`src/unused_placeholder_none.sv`:
```
// intentionally empty
`default_nettype none
`default_nettype wire

```
`src/slave_port_pkg.sv`:
```
// constants for the parallel slave port block
`default_nettype none
package slave_port_pkg;
    localparam int          ADDR_W          = 8;
    localparam int          DATA_W          = 32;
    localparam int          PORT_W          = 8;
    localparam int          CTRL_W          = 3;
    localparam int          IRQ_W           = 3;

    // register byte offsets
    localparam logic [7:0]  OFS_CTRL_STATUS = 8'h00;
    localparam logic [7:0]  OFS_DATA_PORT   = 8'h04;
    localparam logic [7:0]  OFS_DATA_DIR    = 8'h08;
    localparam logic [7:0]  OFS_CTRL_DIR    = 8'h0c;
    localparam logic [7:0]  OFS_ANALOG_CFG  = 8'h10;
    localparam logic [7:0]  OFS_CTRL_PORT   = 8'h14;
    localparam logic [7:0]  OFS_IRQ_STATUS  = 8'h18;
    localparam logic [7:0]  OFS_IRQ_ENABLE  = 8'h1c;
    localparam logic [7:0]  OFS_IRQ_CLEAR   = 8'h20;

    // control/status field positions
    localparam int          BIT_IN_FULL     = 7;
    localparam int          BIT_OUT_FULL    = 6;
    localparam int          BIT_OVERRUN     = 5;
    localparam int          BIT_PORT_SEL    = 4;

    // control pin order
    localparam int          PIN_READ        = 0;
    localparam int          PIN_WRITE       = 1;
    localparam int          PIN_SELECT      = 2;

    // interrupt status bits
    localparam int          IRQ_HOST_WRITE  = 0;
    localparam int          IRQ_HOST_READ   = 1;
    localparam int          IRQ_OVERRUN     = 2;

    // reset values and the all-digital analog config value
    localparam logic [7:0]  RST_DATA_DIR    = 8'hff;
    localparam logic [2:0]  RST_CTRL_DIR    = 3'h7;
    localparam logic [2:0]  RST_ANALOG_CFG  = 3'h0;
    localparam logic [2:0]  CFG_ALL_DIGITAL = 3'h7;
endpackage
`default_nettype wire

```
`src/pin_sync.sv`:
```
// two-flop synchroniser for a group of pin inputs
`default_nettype none
module pin_sync #(
    parameter int WIDTH = 8
) (
    input  wire logic             core_clk_in,
    input  wire logic             rst_n_in,
    input  wire logic [WIDTH-1:0] async_in,
    input  wire logic [WIDTH-1:0] reset_val_in,
    output logic      [WIDTH-1:0] sync_out
);
    logic [WIDTH-1:0] meta;

    initial begin
        if (WIDTH < 1) begin
            $error("pin_sync: WIDTH must be at least 1");
        end
    end

    always_ff @(posedge core_clk_in) begin
        if (!rst_n_in) begin
            meta     <= reset_val_in;
            sync_out <= reset_val_in;
        end else begin
            meta     <= async_in;
            sync_out <= meta;
        end
    end
endmodule
`default_nettype wire

```
`src/irq_block.sv`:
```
// sticky event status, enable mask and level interrupt
`default_nettype none
module irq_block #(
    parameter int WIDTH = 3
) (
    input  wire logic             core_clk_in,
    input  wire logic             rst_n_in,
    input  wire logic [WIDTH-1:0] event_in,
    input  wire logic             enable_we_in,
    input  wire logic             clear_we_in,
    input  wire logic [WIDTH-1:0] wdata_in,
    output logic      [WIDTH-1:0] status_out,
    output logic      [WIDTH-1:0] enable_out,
    output logic                  irq_out
);
    initial begin
        if (WIDTH < 1) begin
            $error("irq_block: WIDTH must be at least 1");
        end
    end

    genvar i;
    generate
        for (i = 0; i < WIDTH; i++) begin : g_bit
            // a new event beats a clear in the same cycle
            always_ff @(posedge core_clk_in) begin
                if (!rst_n_in) begin
                    status_out[i] <= 1'b0;
                end else if (event_in[i]) begin
                    status_out[i] <= 1'b1;
                end else if (clear_we_in && wdata_in[i]) begin
                    status_out[i] <= 1'b0;
                end
            end
        end
    endgenerate

    always_ff @(posedge core_clk_in) begin
        if (!rst_n_in) begin
            enable_out <= '0;
        end else if (enable_we_in) begin
            enable_out <= wdata_in;
        end
    end

    assign irq_out = |(status_out & enable_out);
endmodule
`default_nettype wire

```
`src/parallel_slave_port.sv`:
```
// parallel slave port with general data port, control port and apb registers
//
// Summary of operation
// - With the port select bit set the data port works as a host latch, else as plain gpio.
// - In slave port mode the three low control pins are the host read, write and select inputs.
// - A host write happens when select and write strobe are first seen low together.
// - A host read happens when select and read strobe are first seen low, and drives the byte.
// - In slave port mode the control inputs use ttl buffers instead of schmitt triggers.
// - Input buffer full in bit 7 is set by a received host word and is 0 when none waits.
// - Output buffer full in bit 6 stays set until the host has read the written word.
`default_nettype none
module parallel_slave_port
    import slave_port_pkg::*;
(
    input  wire logic                               core_clk_in,
    input  wire logic                               rst_n_in,
    // apb slave
    input  wire logic                               psel_in,
    input  wire logic                               penable_in,
    input  wire logic                               pwrite_in,
    input  wire logic [slave_port_pkg::ADDR_W-1:0]  paddr_in,
    input  wire logic [slave_port_pkg::DATA_W-1:0]  pwdata_in,
    output logic      [slave_port_pkg::DATA_W-1:0]  prdata_out,
    output logic                                    pready_out,
    output logic                                    pslverr_out,
    // data port pins
    input  wire logic [slave_port_pkg::PORT_W-1:0]  data_pin_in,
    output logic      [slave_port_pkg::PORT_W-1:0]  data_pin_out,
    output logic      [slave_port_pkg::PORT_W-1:0]  data_pin_oe_n_out,
    // control port pins: read strobe, write strobe, select
    input  wire logic [slave_port_pkg::CTRL_W-1:0]  ctrl_pin_in,
    output logic      [slave_port_pkg::CTRL_W-1:0]  ctrl_pin_out,
    output logic      [slave_port_pkg::CTRL_W-1:0]  ctrl_pin_oe_n_out,
    output logic                                    ctrl_ttl_buf_out,
    output logic                                    irq_out
);
    import slave_port_pkg::*;

    ////////////////////////////////////////////////////////////////////////
    // state
    logic                 slave_port_select;
    logic                 in_buf_full;
    logic                 out_buf_full;
    logic                 in_overrun;
    logic [PORT_W-1:0]    in_latch;
    logic [PORT_W-1:0]    out_latch;
    logic [PORT_W-1:0]    data_dir;
    logic [CTRL_W-1:0]    control_pin_direction;
    logic [CTRL_W-1:0]    analog_pin_config;
    logic [CTRL_W-1:0]    control_port;
    logic [PORT_W-1:0]    data_sync;
    logic [CTRL_W-1:0]    ctrl_sync;
    logic                 write_seen;
    logic                 read_seen;
    logic [IRQ_W-1:0]     irq_status;
    logic [IRQ_W-1:0]     irq_enable;

    ////////////////////////////////////////////////////////////////////////
    // pin synchronisers
    pin_sync #(.WIDTH(PORT_W)) u_data_sync (
        .core_clk_in  (core_clk_in),
        .rst_n_in     (rst_n_in),
        .async_in     (data_pin_in),
        .reset_val_in ('0),
        .sync_out     (data_sync)
    );

    pin_sync #(.WIDTH(CTRL_W)) u_ctrl_sync (
        .core_clk_in  (core_clk_in),
        .rst_n_in     (rst_n_in),
        .async_in     (ctrl_pin_in),
        // strobes idle high, so no false edge follows reset
        .reset_val_in ('1),
        .sync_out     (ctrl_sync)
    );

    ////////////////////////////////////////////////////////////////////////
    // host strobe decode
    logic                 select_low;
    logic                 write_low;
    logic                 read_low;
    logic                 host_write;
    logic                 host_read;
    logic                 ctrl_digital;

    // strobes count only after a high was seen in slave mode
    assign ctrl_digital = (analog_pin_config == CFG_ALL_DIGITAL);
    assign select_low   = slave_port_select && !ctrl_sync[PIN_SELECT];
    assign write_low    = select_low && !ctrl_sync[PIN_WRITE];
    assign read_low     = select_low && !ctrl_sync[PIN_READ];
    assign host_write   = write_low && !write_seen;
    assign host_read    = read_low && !read_seen;

    always_ff @(posedge core_clk_in) begin
        if (!rst_n_in) begin
            write_seen <= 1'b1;
            read_seen  <= 1'b1;
        end else begin
            write_seen <= write_low || (!slave_port_select && write_seen);
            read_seen  <= read_low || (!slave_port_select && read_seen);
        end
    end

    ////////////////////////////////////////////////////////////////////////
    // apb decode
    logic                 setup;
    logic                 access;
    logic                 wr_en;
    logic                 rd_en;
    logic                 addr_ok;
    logic                 cpu_data_wr;
    logic                 cpu_data_rd;
    logic                 cpu_ctrl_wr;
    logic [DATA_W-1:0]    next_rdata;

    assign setup       = psel_in && !penable_in;
    assign access      = psel_in && penable_in;
    assign wr_en       = access && pwrite_in;
    assign rd_en       = access && !pwrite_in;
    assign pready_out  = 1'b1;
    assign cpu_data_wr = wr_en && (paddr_in == OFS_DATA_PORT);
    assign cpu_data_rd = rd_en && (paddr_in == OFS_DATA_PORT);
    assign cpu_ctrl_wr = wr_en && (paddr_in == OFS_CTRL_STATUS);

    always_comb begin
        addr_ok = 1'b1;
        unique case (paddr_in)
            OFS_CTRL_STATUS, OFS_DATA_PORT, OFS_DATA_DIR, OFS_CTRL_DIR,
            OFS_ANALOG_CFG, OFS_CTRL_PORT, OFS_IRQ_STATUS, OFS_IRQ_ENABLE,
            OFS_IRQ_CLEAR: addr_ok = 1'b1;
            default: addr_ok = 1'b0;
        endcase
    end

    assign pslverr_out = access && !addr_ok;

    always_comb begin
        next_rdata = '0;
        unique case (paddr_in)
            OFS_CTRL_STATUS: begin
                next_rdata[BIT_IN_FULL]  = in_buf_full;
                next_rdata[BIT_OUT_FULL] = out_buf_full;
                next_rdata[BIT_OVERRUN]  = in_overrun;
                next_rdata[BIT_PORT_SEL] = slave_port_select;
            end
            // slave mode returns the host byte, gpio mode the pins
            OFS_DATA_PORT:  next_rdata[PORT_W-1:0] = slave_port_select ? in_latch : data_sync;
            OFS_DATA_DIR:   next_rdata[PORT_W-1:0] = data_dir;
            OFS_CTRL_DIR:   next_rdata[CTRL_W-1:0] = control_pin_direction;
            OFS_ANALOG_CFG: next_rdata[CTRL_W-1:0] = analog_pin_config;
            // all pins read as zero unless all three are configured digital
            OFS_CTRL_PORT:  next_rdata[CTRL_W-1:0] = ctrl_digital ? ctrl_sync : '0;
            OFS_IRQ_STATUS: next_rdata[IRQ_W-1:0]  = irq_status;
            OFS_IRQ_ENABLE: next_rdata[IRQ_W-1:0]  = irq_enable;
            default:        next_rdata = '0;
        endcase
    end

    // read data captured in the setup cycle, held through the access cycle
    always_ff @(posedge core_clk_in) begin
        if (!rst_n_in) begin
            prdata_out <= '0;
        end else if (setup && !pwrite_in) begin
            prdata_out <= next_rdata;
        end
    end

    ////////////////////////////////////////////////////////////////////////
    // configuration registers
    always_ff @(posedge core_clk_in) begin
        if (!rst_n_in) begin
            slave_port_select <= 1'b0;
        end else if (cpu_ctrl_wr) begin
            slave_port_select <= pwdata_in[BIT_PORT_SEL];
        end
    end

    always_ff @(posedge core_clk_in) begin
        if (!rst_n_in) begin
            data_dir              <= RST_DATA_DIR;
            control_pin_direction <= RST_CTRL_DIR;
            analog_pin_config     <= RST_ANALOG_CFG;
            control_port          <= '0;
        end else if (wr_en) begin
            if (paddr_in == OFS_DATA_DIR) begin
                data_dir <= pwdata_in[PORT_W-1:0];
            end
            if (paddr_in == OFS_CTRL_DIR) begin
                control_pin_direction <= pwdata_in[CTRL_W-1:0];
            end
            if (paddr_in == OFS_ANALOG_CFG) begin
                analog_pin_config <= pwdata_in[CTRL_W-1:0];
            end
            if (paddr_in == OFS_CTRL_PORT) begin
                control_port <= pwdata_in[CTRL_W-1:0];
            end
        end
    end

    ////////////////////////////////////////////////////////////////////////
    // byte latches and buffer flags
    always_ff @(posedge core_clk_in) begin
        if (!rst_n_in) begin
            in_latch <= '0;
        end else if (host_write && !in_buf_full) begin
            // a write onto an unread word is dropped, the old word kept
            in_latch <= data_sync;
        end
    end

    always_ff @(posedge core_clk_in) begin
        if (!rst_n_in) begin
            in_buf_full <= 1'b0;
        end else if (host_write) begin
            in_buf_full <= 1'b1;
        end else if (cpu_data_rd && slave_port_select) begin
            in_buf_full <= 1'b0;
        end
    end

    always_ff @(posedge core_clk_in) begin
        if (!rst_n_in) begin
            in_overrun <= 1'b0;
        end else if (host_write && in_buf_full) begin
            in_overrun <= 1'b1;
        end else if (cpu_ctrl_wr && !pwdata_in[BIT_OVERRUN]) begin
            in_overrun <= 1'b0;
        end
    end

    always_ff @(posedge core_clk_in) begin
        if (!rst_n_in) begin
            out_latch <= '0;
        end else if (cpu_data_wr) begin
            out_latch <= pwdata_in[PORT_W-1:0];
        end
    end

    always_ff @(posedge core_clk_in) begin
        if (!rst_n_in) begin
            out_buf_full <= 1'b0;
        end else if (cpu_data_wr && slave_port_select) begin
            out_buf_full <= 1'b1;
        end else if (host_read) begin
            out_buf_full <= 1'b0;
        end
    end

    ////////////////////////////////////////////////////////////////////////
    // pin drivers
    always_ff @(posedge core_clk_in) begin
        if (!rst_n_in) begin
            data_pin_out      <= '0;
            data_pin_oe_n_out <= '1;
            ctrl_pin_out      <= '0;
            ctrl_pin_oe_n_out <= '1;
            ctrl_ttl_buf_out  <= 1'b0;
        end else begin
            data_pin_out      <= out_latch;
            // slave mode drives only while a host read lasts
            data_pin_oe_n_out <= slave_port_select ? {PORT_W{!read_low}} : data_dir;
            ctrl_pin_out      <= control_port;
            ctrl_pin_oe_n_out <= control_pin_direction;
            ctrl_ttl_buf_out  <= slave_port_select;
        end
    end

    ////////////////////////////////////////////////////////////////////////
    // interrupts
    logic [IRQ_W-1:0]     irq_events;

    assign irq_events[IRQ_HOST_WRITE] = host_write;
    assign irq_events[IRQ_HOST_READ]  = host_read;
    assign irq_events[IRQ_OVERRUN]    = host_write && in_buf_full;

    irq_block #(.WIDTH(IRQ_W)) u_irq (
        .core_clk_in  (core_clk_in),
        .rst_n_in     (rst_n_in),
        .event_in     (irq_events),
        .enable_we_in (wr_en && (paddr_in == OFS_IRQ_ENABLE)),
        .clear_we_in  (wr_en && (paddr_in == OFS_IRQ_CLEAR)),
        .wdata_in     (pwdata_in[IRQ_W-1:0]),
        .status_out   (irq_status),
        .enable_out   (irq_enable),
        .irq_out      (irq_out)
    );

    logic unused_bits;
    assign unused_bits = ^{pwdata_in[DATA_W-1:PORT_W], rd_en};
endmodule
`default_nettype wire

```
`config.mk`:
```
export PLATFORM = sky130hd
export DESIGN_NAME = parallel_slave_port
export DESIGN_NICKNAME = d
export VERILOG_FILES = /design/src/unused_placeholder_none.sv /design/src/slave_port_pkg.sv /design/src/pin_sync.sv /design/src/irq_block.sv /design/src/parallel_slave_port.sv
export SDC_FILE = /design/constraint.sdc
export NUM_CORES = 1
export LEC_CHECK = 0
export BUFFER_PORTS_ARGS = -buffer_cell sky130_fd_sc_hd__buf_2
export CAP_MARGIN = 30
export CORE_MARGIN = 2
export CORE_UTILIZATION = 47
export DETAILED_ROUTE_END_ITERATION = 10
export PLACE_DENSITY = 0.87
export SKIP_CTS_REPAIR_TIMING = 1
export SYNTH_ARGS = -nofsm -noshare
export SYNTH_HDL_FRONTEND = slang
export SYNTH_HIERARCHICAL = 1
export SYNTH_SLANG_ARGS = --single-unit
```
`constraint.sdc`:
```
create_clock -name core_clk_in -period 1.65 [get_ports core_clk_in]
set_clock_uncertainty 0.15 [all_clocks]
set_input_delay 0.0825 -clock core_clk_in [delete_from_list [all_inputs] [get_ports core_clk_in]]
set_output_delay 0.0825 -clock core_clk_in [all_outputs]
set_load 0.02 [all_outputs]
```
# Word level (Yosys, flattened, before mapping)
# Cells that the tools add are included.
# W data, S select, Z words.
[classes]
eq_ne = 9
muxes = 19
n_bitwise = 1
n_reduce_logical = 53
[op_table]
columns = ["cell", "count"]
rows = [
  ["$eq A8 B5 Y1 const B", 4],
  ["$logic_and A1 B1 Y1", 26],
  ["$pmux W3 S7", 1],
  ["$eq A8 B4 Y1 const B", 2],
  ["$mux W8", 2],
  ["$mux W1", 13],
  ["$logic_not A1 Y1", 12],
  ["$pmux W4 S3", 1],
  ["$reduce_bool A2 Y1", 6],
  ["$reduce_or A9 Y1", 1],
  ["$eq A8 B3 Y1 const B", 1],
  ["$eq A8 B6 Y1 const B", 1],
  ["$logic_not A8 Y1", 1],
  ["$reduce_and A2 Y1", 4],
  ["$and A3 B3 Y3", 1],
  ["$eq A3 B3 Y1 const B", 1],
  ["$mux W3", 1],
  ["$reduce_or A3 Y1", 1],
  ["$logic_or A1 B1 Y1", 2],
  ["$pmux W1 S2", 1],
]
[word_totals]
reg_bits = 98
output_inout_bits = 58
elab_cells = 108

# Logic depth before layout (Yosys ltp)
# Gate-level depths: netlist of run 1.
[depth]
depth_word = 6
depth_mapped = 6
mapped_depth_nobuf = 5

# Hierarchy
# The synthesis of run 1 kept the hierarchy.
[modules_own_cells]
columns = ["module", "n_inst", "cells_each", "area_per_inst_um2", "seq_area_each_um2"]
rows = [
  ["parallel_slave_port", 1, 330, 3183.1, 1401.3],
  ["pin_sync (u_data_sync)", 1, 34, 569.3, 320.3],
  ["irq_block", 1, 23, 227.7, 120.1],
  ["pin_sync (u_ctrl_sync)", 1, 13, 221.5, 120.1],
]

# Worst setup path after synthesis of run 1
# No wires, ideal clock.
[synth_path]
path_kind = "flip-flop to flip-flop"
start = "register slave_port_select"
end = "register prdata_out[0] (netlist bit)"
arrival_ps = 1350
t_required_ps = 1377
setup_slack_ps = 27
stages_incl_launch_ff = 6
n_path_buf = 1
period_less_slack_ps = 1623
cell_sequence = "dfxtp_1 buf_4 mux2_2 a22oi_1 o32ai_1 a221o_2"
[synth_via]
elab_chain_cells = 2
[synth_rtl]
columns = ["item", "line_no", "source"]
rows = [
  ["start: declaration", "parallel_slave_port.sv:41", "logic slave_port_select;"],
  ["start signal: assignment", "parallel_slave_port.sv:174", "slave_port_select <= pwdata_in[BIT_PORT_SEL];"],
  ["$mux W8", "parallel_slave_port.sv:147", "OFS_DATA_PORT: next_rdata[PORT_W-1:0] = slave_port_select ? in_latch : data_sync;"],
  ["$pmux W3 S7", "parallel_slave_port.sv:139", "unique case (paddr_in)"],
  ["end signal: assignment", "parallel_slave_port.sv:164", "prdata_out <= next_rdata;"],
  ["end: declaration", "parallel_slave_port.sv:23", "output logic [slave_port_pkg::DATA_W-1:0] prdata_out,"],
]
# Every way passes these cells.
# A chain may end at the register's enable or synchronous reset.

# Worst setup path after layout of run 1
# Same ends and word-level chain as after synthesis.

==> impl_metrics.sql, run 1 <==
INSERT INTO impl_metrics (metric_group, metric, value, unit) VALUES
('status', 'run_status', 'complete, no violations', ''),
('finish', 'mostFrequentLayoutCell', 'sky130_fd_sc_hd__dfxtp_1', ''),
('clock_tree', 'cts-buffers-inserted', '9', ''),
('die', 'die_span_x', '98.6', 'µm'),
('global_routing', 'track_usage', '17.8', '%'),
('setup_path', 'setup.worst_path.end_class', 'register', ''),
('clock_tree', 'clk-insertion-delay-late', '0.36', 'ns'),
('clock_tree', 'clock-sinks', '98', ''),
('timing', 'final.period_utilization', '96.6', '%'),
('yosys', 'yosys_register_bits', '98', ''),
('die', 'floorplan.initialDensity', '48.4', '%'),
('global_routing', 'grt.overflow.total', '0', ''),
('finish', 'number_of_nets_in_the_finished_design', '572', ''),
('place', 'post-dp-hpwl', '6270', 'µm'),
('finish', 'final_cell_mix', 'sky130_fd_sc_hd__dfxtp_1, sky130_fd_sc_hd__buf_2, sky130_fd_sc_hd__conb_1, sky130_fd_sc_hd__mux2i_1, sky130_fd_sc_hd__nor2b_1', ''),
('yosys', 'syn_inst', '400', ''),
('detailed_routing', 'drt_first_pass_iters', '4', ''),
('setup_path', 'cp.required', '1.76', 'ns'),
('finish', 'final_core_util', '58.8', '%'),
('timing', 'finalMaxSlewViolations', '0', ''),
('timing', 'max_slew.worst_pin.slew', '0.515', 'ns'),
('yosys', 'synthArstFlopShare', '0', '%'),
('timing', 'crit_path_time_final', '1.59', 'ns'),
('die', 'die-area', '0.00971', 'mm²'),
('clock_tree', 'cts_max_path_buffers', '2', ''),
('pwr', 'post-layout-total-power', '4.47', 'mW'),
('setup_path', 'timing.critical_path.cells', 'mux2_2 -> a22oi_1 -> o32ai_1 -> a221o_2', ''),
('yosys', 'yosys.area.top_type_share', '46.7', '%'),
('global_routing', 'met1_usage', '22.5', '%'),
('global_routing', 'grt_max_degree', '47', ''),
('yosys', 'dominantRegCellSynth', 'sky130_fd_sc_hd__dfxtp_1', ''),
('finish', 'fin_area', '0.00510', 'mm²'),
('detailed_routing', 'remaining_drc_errors', '0', ''),
('yosys', 'synth_top_cell_by_area', 'sky130_fd_sc_hd__dfxtp_1', ''),
('setup_path', 'critPathTopFamily', 'compound AO/OA/AOI/OAI gates', ''),
('setup_path', 'timing.critical_path.from_type', 'register', ''),
('pwr', 'peak_supply_drop', '483', 'µV'),
('setup_path', 'critical_setup_path_class', 'register to register', ''),
('place', 'place.gp.congestion', '1.07', ''),
('die', 'pin_count', '114', ''),
('finish', 'insertedDiodeCount', '0', ''),
('yosys', 'syn-cell-area', '0.00420', 'mm²'),
('setup_path', 'cp.buffers_inverters', '0', ''),
('detailed_routing', 'routed_wirelength_normalized_by_instance_count', '13.8', 'µm'),
('global_routing', 'global_route.peak_usage_layer', 'met2', ''),
('job', 'drv.max_cap_violation_count', '0', ''),
('setup_path', 'cp.arrival', '1.70', 'ns'),
('timing', 'rsz_0062_raised_after_global_routing', 'true', ''),
('timing', 'hold_violations', '0', ''),
('finish', 'final_layout_size_suffix_gt1_share', '26.0', '%'),
('yosys', 'postSynthAreaPerCell', '10.5', 'µm²'),
('place', 'place.port_buffers', '64', ''),
('setup_path', 'crit_path_max_fanout', '5', ''),
('timing', 'achievable-frequency', '0.627', 'GHz'),
('yosys', 'yosys_warnings', '6', ''),
('yosys', 'yosys.cell_types.count', '50', ''),
('detailed_routing', 'dr.first_iter.drc_count', '108', ''),
('global_routing', 'antenna_found_initial', '0', ''),
('worst_hold_path', 'timing.hold.worst.class', 'primary input to register', ''),
('global_routing', 'grt_use_met3', '4.89', '%'),
('detailed_routing', 'vias_per_cell', '4.85', ''),
('place', 'post_dp_cell_area', '0.00466', 'mm²'),
('clock_tree', 'tritoncts', 'done', ''),
('detailed_routing', 'totalWireLength', '8670', 'µm'),
('clock_tree', 'worst_setup_hold_path_clk_slew', '0.09', 'ns'),
('finish', 'area_growth_syn_to_layout', '21.5', '%'),
('detailed_routing', 'ant_nets', '0', ''),
('die', 'design.core.area', '0.00868', 'mm²'),
('clock_tree', 'clock_tree.htree_level_count', '3', ''),
('timing', 'slew_headroom', '65.4', '%'),
('global_routing', 'via_count_of_the_first_global_routing_pass', '2899', '');
[flip-flops by register name (all words and copies together), names as in the netlist, 8 cells and up]
register              count
data_pin_oe_n_out         8
data_pin_out              8
data_dir                  8
u_data_sync/meta          8
prdata_out                8
in_latch                  8
u_data_sync/sync_out      8
out_latch                 8
[per-stage QoR]
step / worst slack [ns] / std cells
6_report: 0.0563 / 628
5_1_grt: -0.0184 / 628
4_1_cts: -0.0105 / 606
3_5_place_dp: -0.0300 / 591
3_3_place_gp: 0.0194 / 591
2_1_floorplan: 0.0270 / 445
[where the power goes]
part | switching (mW) | internal (mW) | leakage [nW]
Sequential | 0.0263 | 2.41 | 0.799
Clock | 0.794 | 0.843 | 0.0984
Combinational | 0.209 | 0.188 | 1.45
[logic make-up after synthesis]
family | after synthesis | share of synthesized area (%)
other | 2 | 0.179
and+or+nand+nor | 117 | 17.6
muxes | 69 | 18.6
AOI/OAI and AO/OA | 53 | 8.16
DFF | 98 | 46.7
buffers and inverters | 61 | 8.73
[cell usage after synthesis (4+ instances only)]
| cell | count |
|---|---|
| sky130_fd_sc_hd__a21boi_0 | 4 |
| sky130_fd_sc_hd__a21oi_1 | 8 |
| sky130_fd_sc_hd__a22oi_1 | 4 |
| sky130_fd_sc_hd__a31oi_1 | 4 |
| sky130_fd_sc_hd__and2_1 | 12 |
| sky130_fd_sc_hd__buf_2 | 4 |
| sky130_fd_sc_hd__buf_4 | 27 |
| sky130_fd_sc_hd__clkbuf_1 | 10 |
| sky130_fd_sc_hd__dfxtp_1 | 98 |
| sky130_fd_sc_hd__inv_1 | 16 |
| sky130_fd_sc_hd__mux2_2 | 10 |
| sky130_fd_sc_hd__mux2_4 | 16 |
| sky130_fd_sc_hd__mux2i_1 | 43 |
| sky130_fd_sc_hd__nand2_1 | 21 |
| sky130_fd_sc_hd__nand2b_1 | 7 |
| sky130_fd_sc_hd__nand3_1 | 8 |
| sky130_fd_sc_hd__nor2_1 | 10 |
| sky130_fd_sc_hd__nor2b_1 | 31 |
| sky130_fd_sc_hd__o21ai_0 | 19 |
[layout make-up]
type / instances / area, µm²
clock inverter: 5 / 80.1
timing repair buffer: 105 / 687
fill: 764 / 3570
clock buffer: 10 / 128
sequential: 98 / 1970
inverter: 16 / 60.1
tap: 108 / 135
multi-input combinational: 286 / 2050
[worst register-to-register path: cells and delay by family (launching register included)]
| kind | cells | cell delay (ns) |
|---|---|---|
| DFF | 1 | 0.38 |
| AOI/OAI and AO/OA | 3 | 0.62 |
| muxes | 1 | 0.35 |
[path summary, 6_finish.rpt]
path                            cells after the start                 endpoint                 from  slack, ns
worst max register to register                      4            prdata_out[0]    slave_port_select       0.06
worst min-delay path                                4      u_irq/status_out[1]            pwrite_in       0.03
worst min register to register                      1  u_ctrl_sync/sync_out[0]  u_ctrl_sync/meta[0]       0.31
worst max-delay path                                4            prdata_out[0]    slave_port_select       0.06
[layer usage]
layer / vias up / part of all wire, % / routed length [µm]
li1: 1536 / - / -
met1: 1417 / 44 / 3800
met2: 81 / 50 / 4310
met3: 13 / 5.0 / 432
met4: 0 / 1.5 / 127
met5: - / 0 / 0
Note: power is estimated with default switching activity, not from simulation.
==> run 2, diff against run 1 <==
CORE_MARGIN = 5   (was 2)
==> run 2 against run 1 <==
Compared with the run above: the run now ends with setup timing left; combinational power rose by 4%; global-route usage fell by 1.9 points; die area rose by 13%; largest cell class unchanged; largest power group unchanged.
==> impl_metrics.sql, run 2 (synthesis results as in run 1) <==
INSERT INTO impl_metrics (metric_group, metric, value, unit) VALUES
('global_routing', 'track_usage', '16.0', '%'),
('global_routing', 'via_count_of_the_first_global_routing_pass', '2930', ''),
('timing', 'layout_setup_ws', '-0.00567', 'ns'),
('setup_path', 'cp.required', '1.42', 'ns'),
('setup_path', 'timing.critical_path.from_type', 'register', ''),
('setup_path', 'cp.buffers_inverters', '2', ''),
('worst_hold_path', 'worstHoldStart', 'rst_n_in', ''),
('finish', 'fin_area', '0.00516', 'mm²'),
('place', 'post-dp-hpwl', '6960', 'µm'),
('pwr', 'peak_supply_drop', '523', 'µV'),
('finish', 'insertedDiodeCount', '0', ''),
('timing', 'max_slew.worst_pin.slew', '0.564', 'ns'),
('timing', 'hold_violations', '0', ''),
('timing', 'fin_worst_hold_slack', '0.00635', 'ns'),
('clock_tree', 'tritoncts', 'done', ''),
('die', 'die-area', '0.0109', 'mm²'),
('global_routing', 'grt_first_pass_wirelength', '14200', 'µm'),
('detailed_routing', 'drt_first_pass_iters', '4', ''),
('setup_path', 'r2r-end', 'prdata_out[0]', ''),
('global_routing', 'grt.overflow.total', '0', ''),
('finish', 'final_cell_mix', 'sky130_fd_sc_hd__dfxtp_1, sky130_fd_sc_hd__buf_2, sky130_fd_sc_hd__conb_1, sky130_fd_sc_hd__mux2i_1, sky130_fd_sc_hd__nor2b_1', ''),
('detailed_routing', 'dr.first_iter.drc_count', '206', ''),
('clock_tree', 'cts_max_path_buffers', '2', ''),
('place', 'post_dp_cell_area', '0.00472', 'mm²'),
('finish', 'final_layout_size_suffix_gt1_share', '28.8', '%'),
('setup_path', 'r2r_setup_slack', '0.07', 'ns'),
('timing', 'crit_path_time_final', '1.66', 'ns'),
('place', 'cells_after_dpl', '599', ''),
('worst_hold_path', 'hold-path-endpoint', 'data_dir[3]', ''),
('clock_tree', 'clk-insertion-delay-late', '0.36', 'ns'),
('timing', 'finalMaxSlewViolations', '0', ''),
('clock_tree', 'worst_setup_hold_path_clk_slew', '0.10', 'ns'),
('setup_path', 'rr_startpoint', 'slave_port_select', ''),
('clock_tree', 'clock_tree.htree_level_count', '3', ''),
('finish', 'final_core_util', '59.2', '%'),
('global_routing', 'grt_max_degree', '44', ''),
('detailed_routing', 'routed_wirelength_normalized_by_instance_count', '14.5', 'µm'),
('pwr', 'leakagePower', '2.38', 'nW'),
('worst_hold_path', 'hold_path_depth', '3', ''),
('place', 'pre_cts_setup_slack', '-0.0126', 'ns'),
('place', 'place.gp.congestion', '0.914', ''),
('place', 'place.port_buffers', '64', ''),
('setup_path', 'critical-path-slowest-cell', 'sky130_fd_sc_hd__a222oi_1', ''),
('die', 'die_span_x', '105', 'µm'),
('timing', 'achievable-frequency', '0.604', 'GHz'),
('setup_path', 'crit_path_max_fanout', '3', ''),
('finish', 'area_growth_syn_to_layout', '22.8', '%'),
('die', 'die_h', '105', 'µm'),
('setup_path', 'reg2reg_depth', '4', ''),
('detailed_routing', 'remaining_drc_errors', '0', ''),
('die', 'design.core.area', '0.00872', 'mm²'),
('setup_path', 'critical_setup_path_class', 'register to output port', ''),
('setup_path', 'critPathMaxStageDelay', '0.46', 'ns'),
('setup_path', 'critical_path.startpoint', 'u_irq/status_out[0]', ''),
('setup_path', 'setup.worst_path.end_class', 'output port', ''),
('setup_path', 'critPathTopFamily', 'compound AO/OA/AOI/OAI gates', ''),
('finish', 'layoutNonFillerInstCount', '635', ''),
('clock_tree', 'clock-sinks', '98', ''),
('worst_hold_path', 'timing.hold.worst.class', 'primary input to register', ''),
('setup_path', 'cp.arrival', '1.42', 'ns'),
('timing', 'setup_viol', '1', ''),
('detailed_routing', 'via_count', '3079', ''),
('clock_tree', 'clock-root-buffer', 'sky130_fd_sc_hd__clkbuf_8', ''),
('timing', 'rsz_0062_raised_after_global_routing', 'true', ''),
('finish', 'number_of_nets_in_the_finished_design', '578', ''),
('detailed_routing', 'totalWireLength', '9200', 'µm'),
('detailed_routing', 'ant_nets', '0', ''),
('job', 'drv.max_cap_violation_count', '0', ''),
('die', 'floorplan.initialDensity', '48.2', '%'),
('global_routing', 'antenna_found_initial', '0', ''),
('status', 'run_status', 'finished, violations left', ''),
('die', 'pin_count', '114', ''),
('clock_tree', 'cts-buffers-inserted', '9', ''),
('timing', 'slew_headroom', '62.1', '%'),
('finish', 'mostFrequentLayoutCell', 'sky130_fd_sc_hd__dfxtp_1', ''),
('pwr', 'p_per_area', '826', 'mW/mm²'),
('detailed_routing', 'vias_per_cell', '4.85', ''),
('status', 'violations_in_the_final_reports', 'setup timing', ''),
('timing', 'final.period_utilization', '100', '%'),
('die', 'std_cell_rows', '34', ''),
('setup_path', 'timing.critical_path.cells', 'a222oi_1 -> inv_1 -> buf_6', '');
[run 2: how the worst max path moves through the flow]
| stage | cells past startpoint | slack [ns] | end |
|---|---|---|---|
| global placement | 6 | -0.0000006 | pslverr_out |
| CTS | 4 | -0.1 | irq_out |
| finish | 3 | -0.006 | irq_out |
| floorplan | 5 | 0.03 | prdata_out[0] |
| detailed placement | 6 | -0.01 | u_irq/status_out[0] |
| global route | 3 | -0.06 | irq_out |
[run 2: layout make-up]
type,count,area (µm²)
fill,744,3560
tap,108,135
multi-input combinational,286,2080
sequential,98,1970
timing repair buffer,111,741
clock buffer,10,128
clock inverter,6,47.5
inverter,16,60.1
[run 2: worst register-to-register path, cell delays in order (launching register included)]
cell	delay, ns
sky130_fd_sc_hd__dfxtp_4	0.38
sky130_fd_sc_hd__mux2_2	0.35
sky130_fd_sc_hd__a22oi_2	0.13
sky130_fd_sc_hd__o32ai_2	0.11
sky130_fd_sc_hd__a221o_2	0.36
[run 2: per-stage QoR]
stage               setup TNS, ns  power (mW)
global route              -0.0694        4.43
global placement                0        2.84
CTS                        -0.136        4.24
detailed placement        -0.0304        2.85
finish                   -0.00567        4.26
floorplan                       0        2.78
[run 2: where the power goes]
group	switching, mW	total [mW]	internal (mW)
Sequential	0.0233	2.43	2.41
Clock	0.848	1.42	0.568
Combinational	0.215	0.412	0.196
Total	1.09	4.26	3.17
[run 2: routing by layer]
layer	track usage (%)	wire length [µm]	up-vias	share of wire [%]
li1	-	-	1556	-
met4	6.85	225	0	2.4
met3	3.58	507	16	5.5
met1	19.5	3970	1430	43
met5	0	0	-	0
met2	27.1	4500	77	49
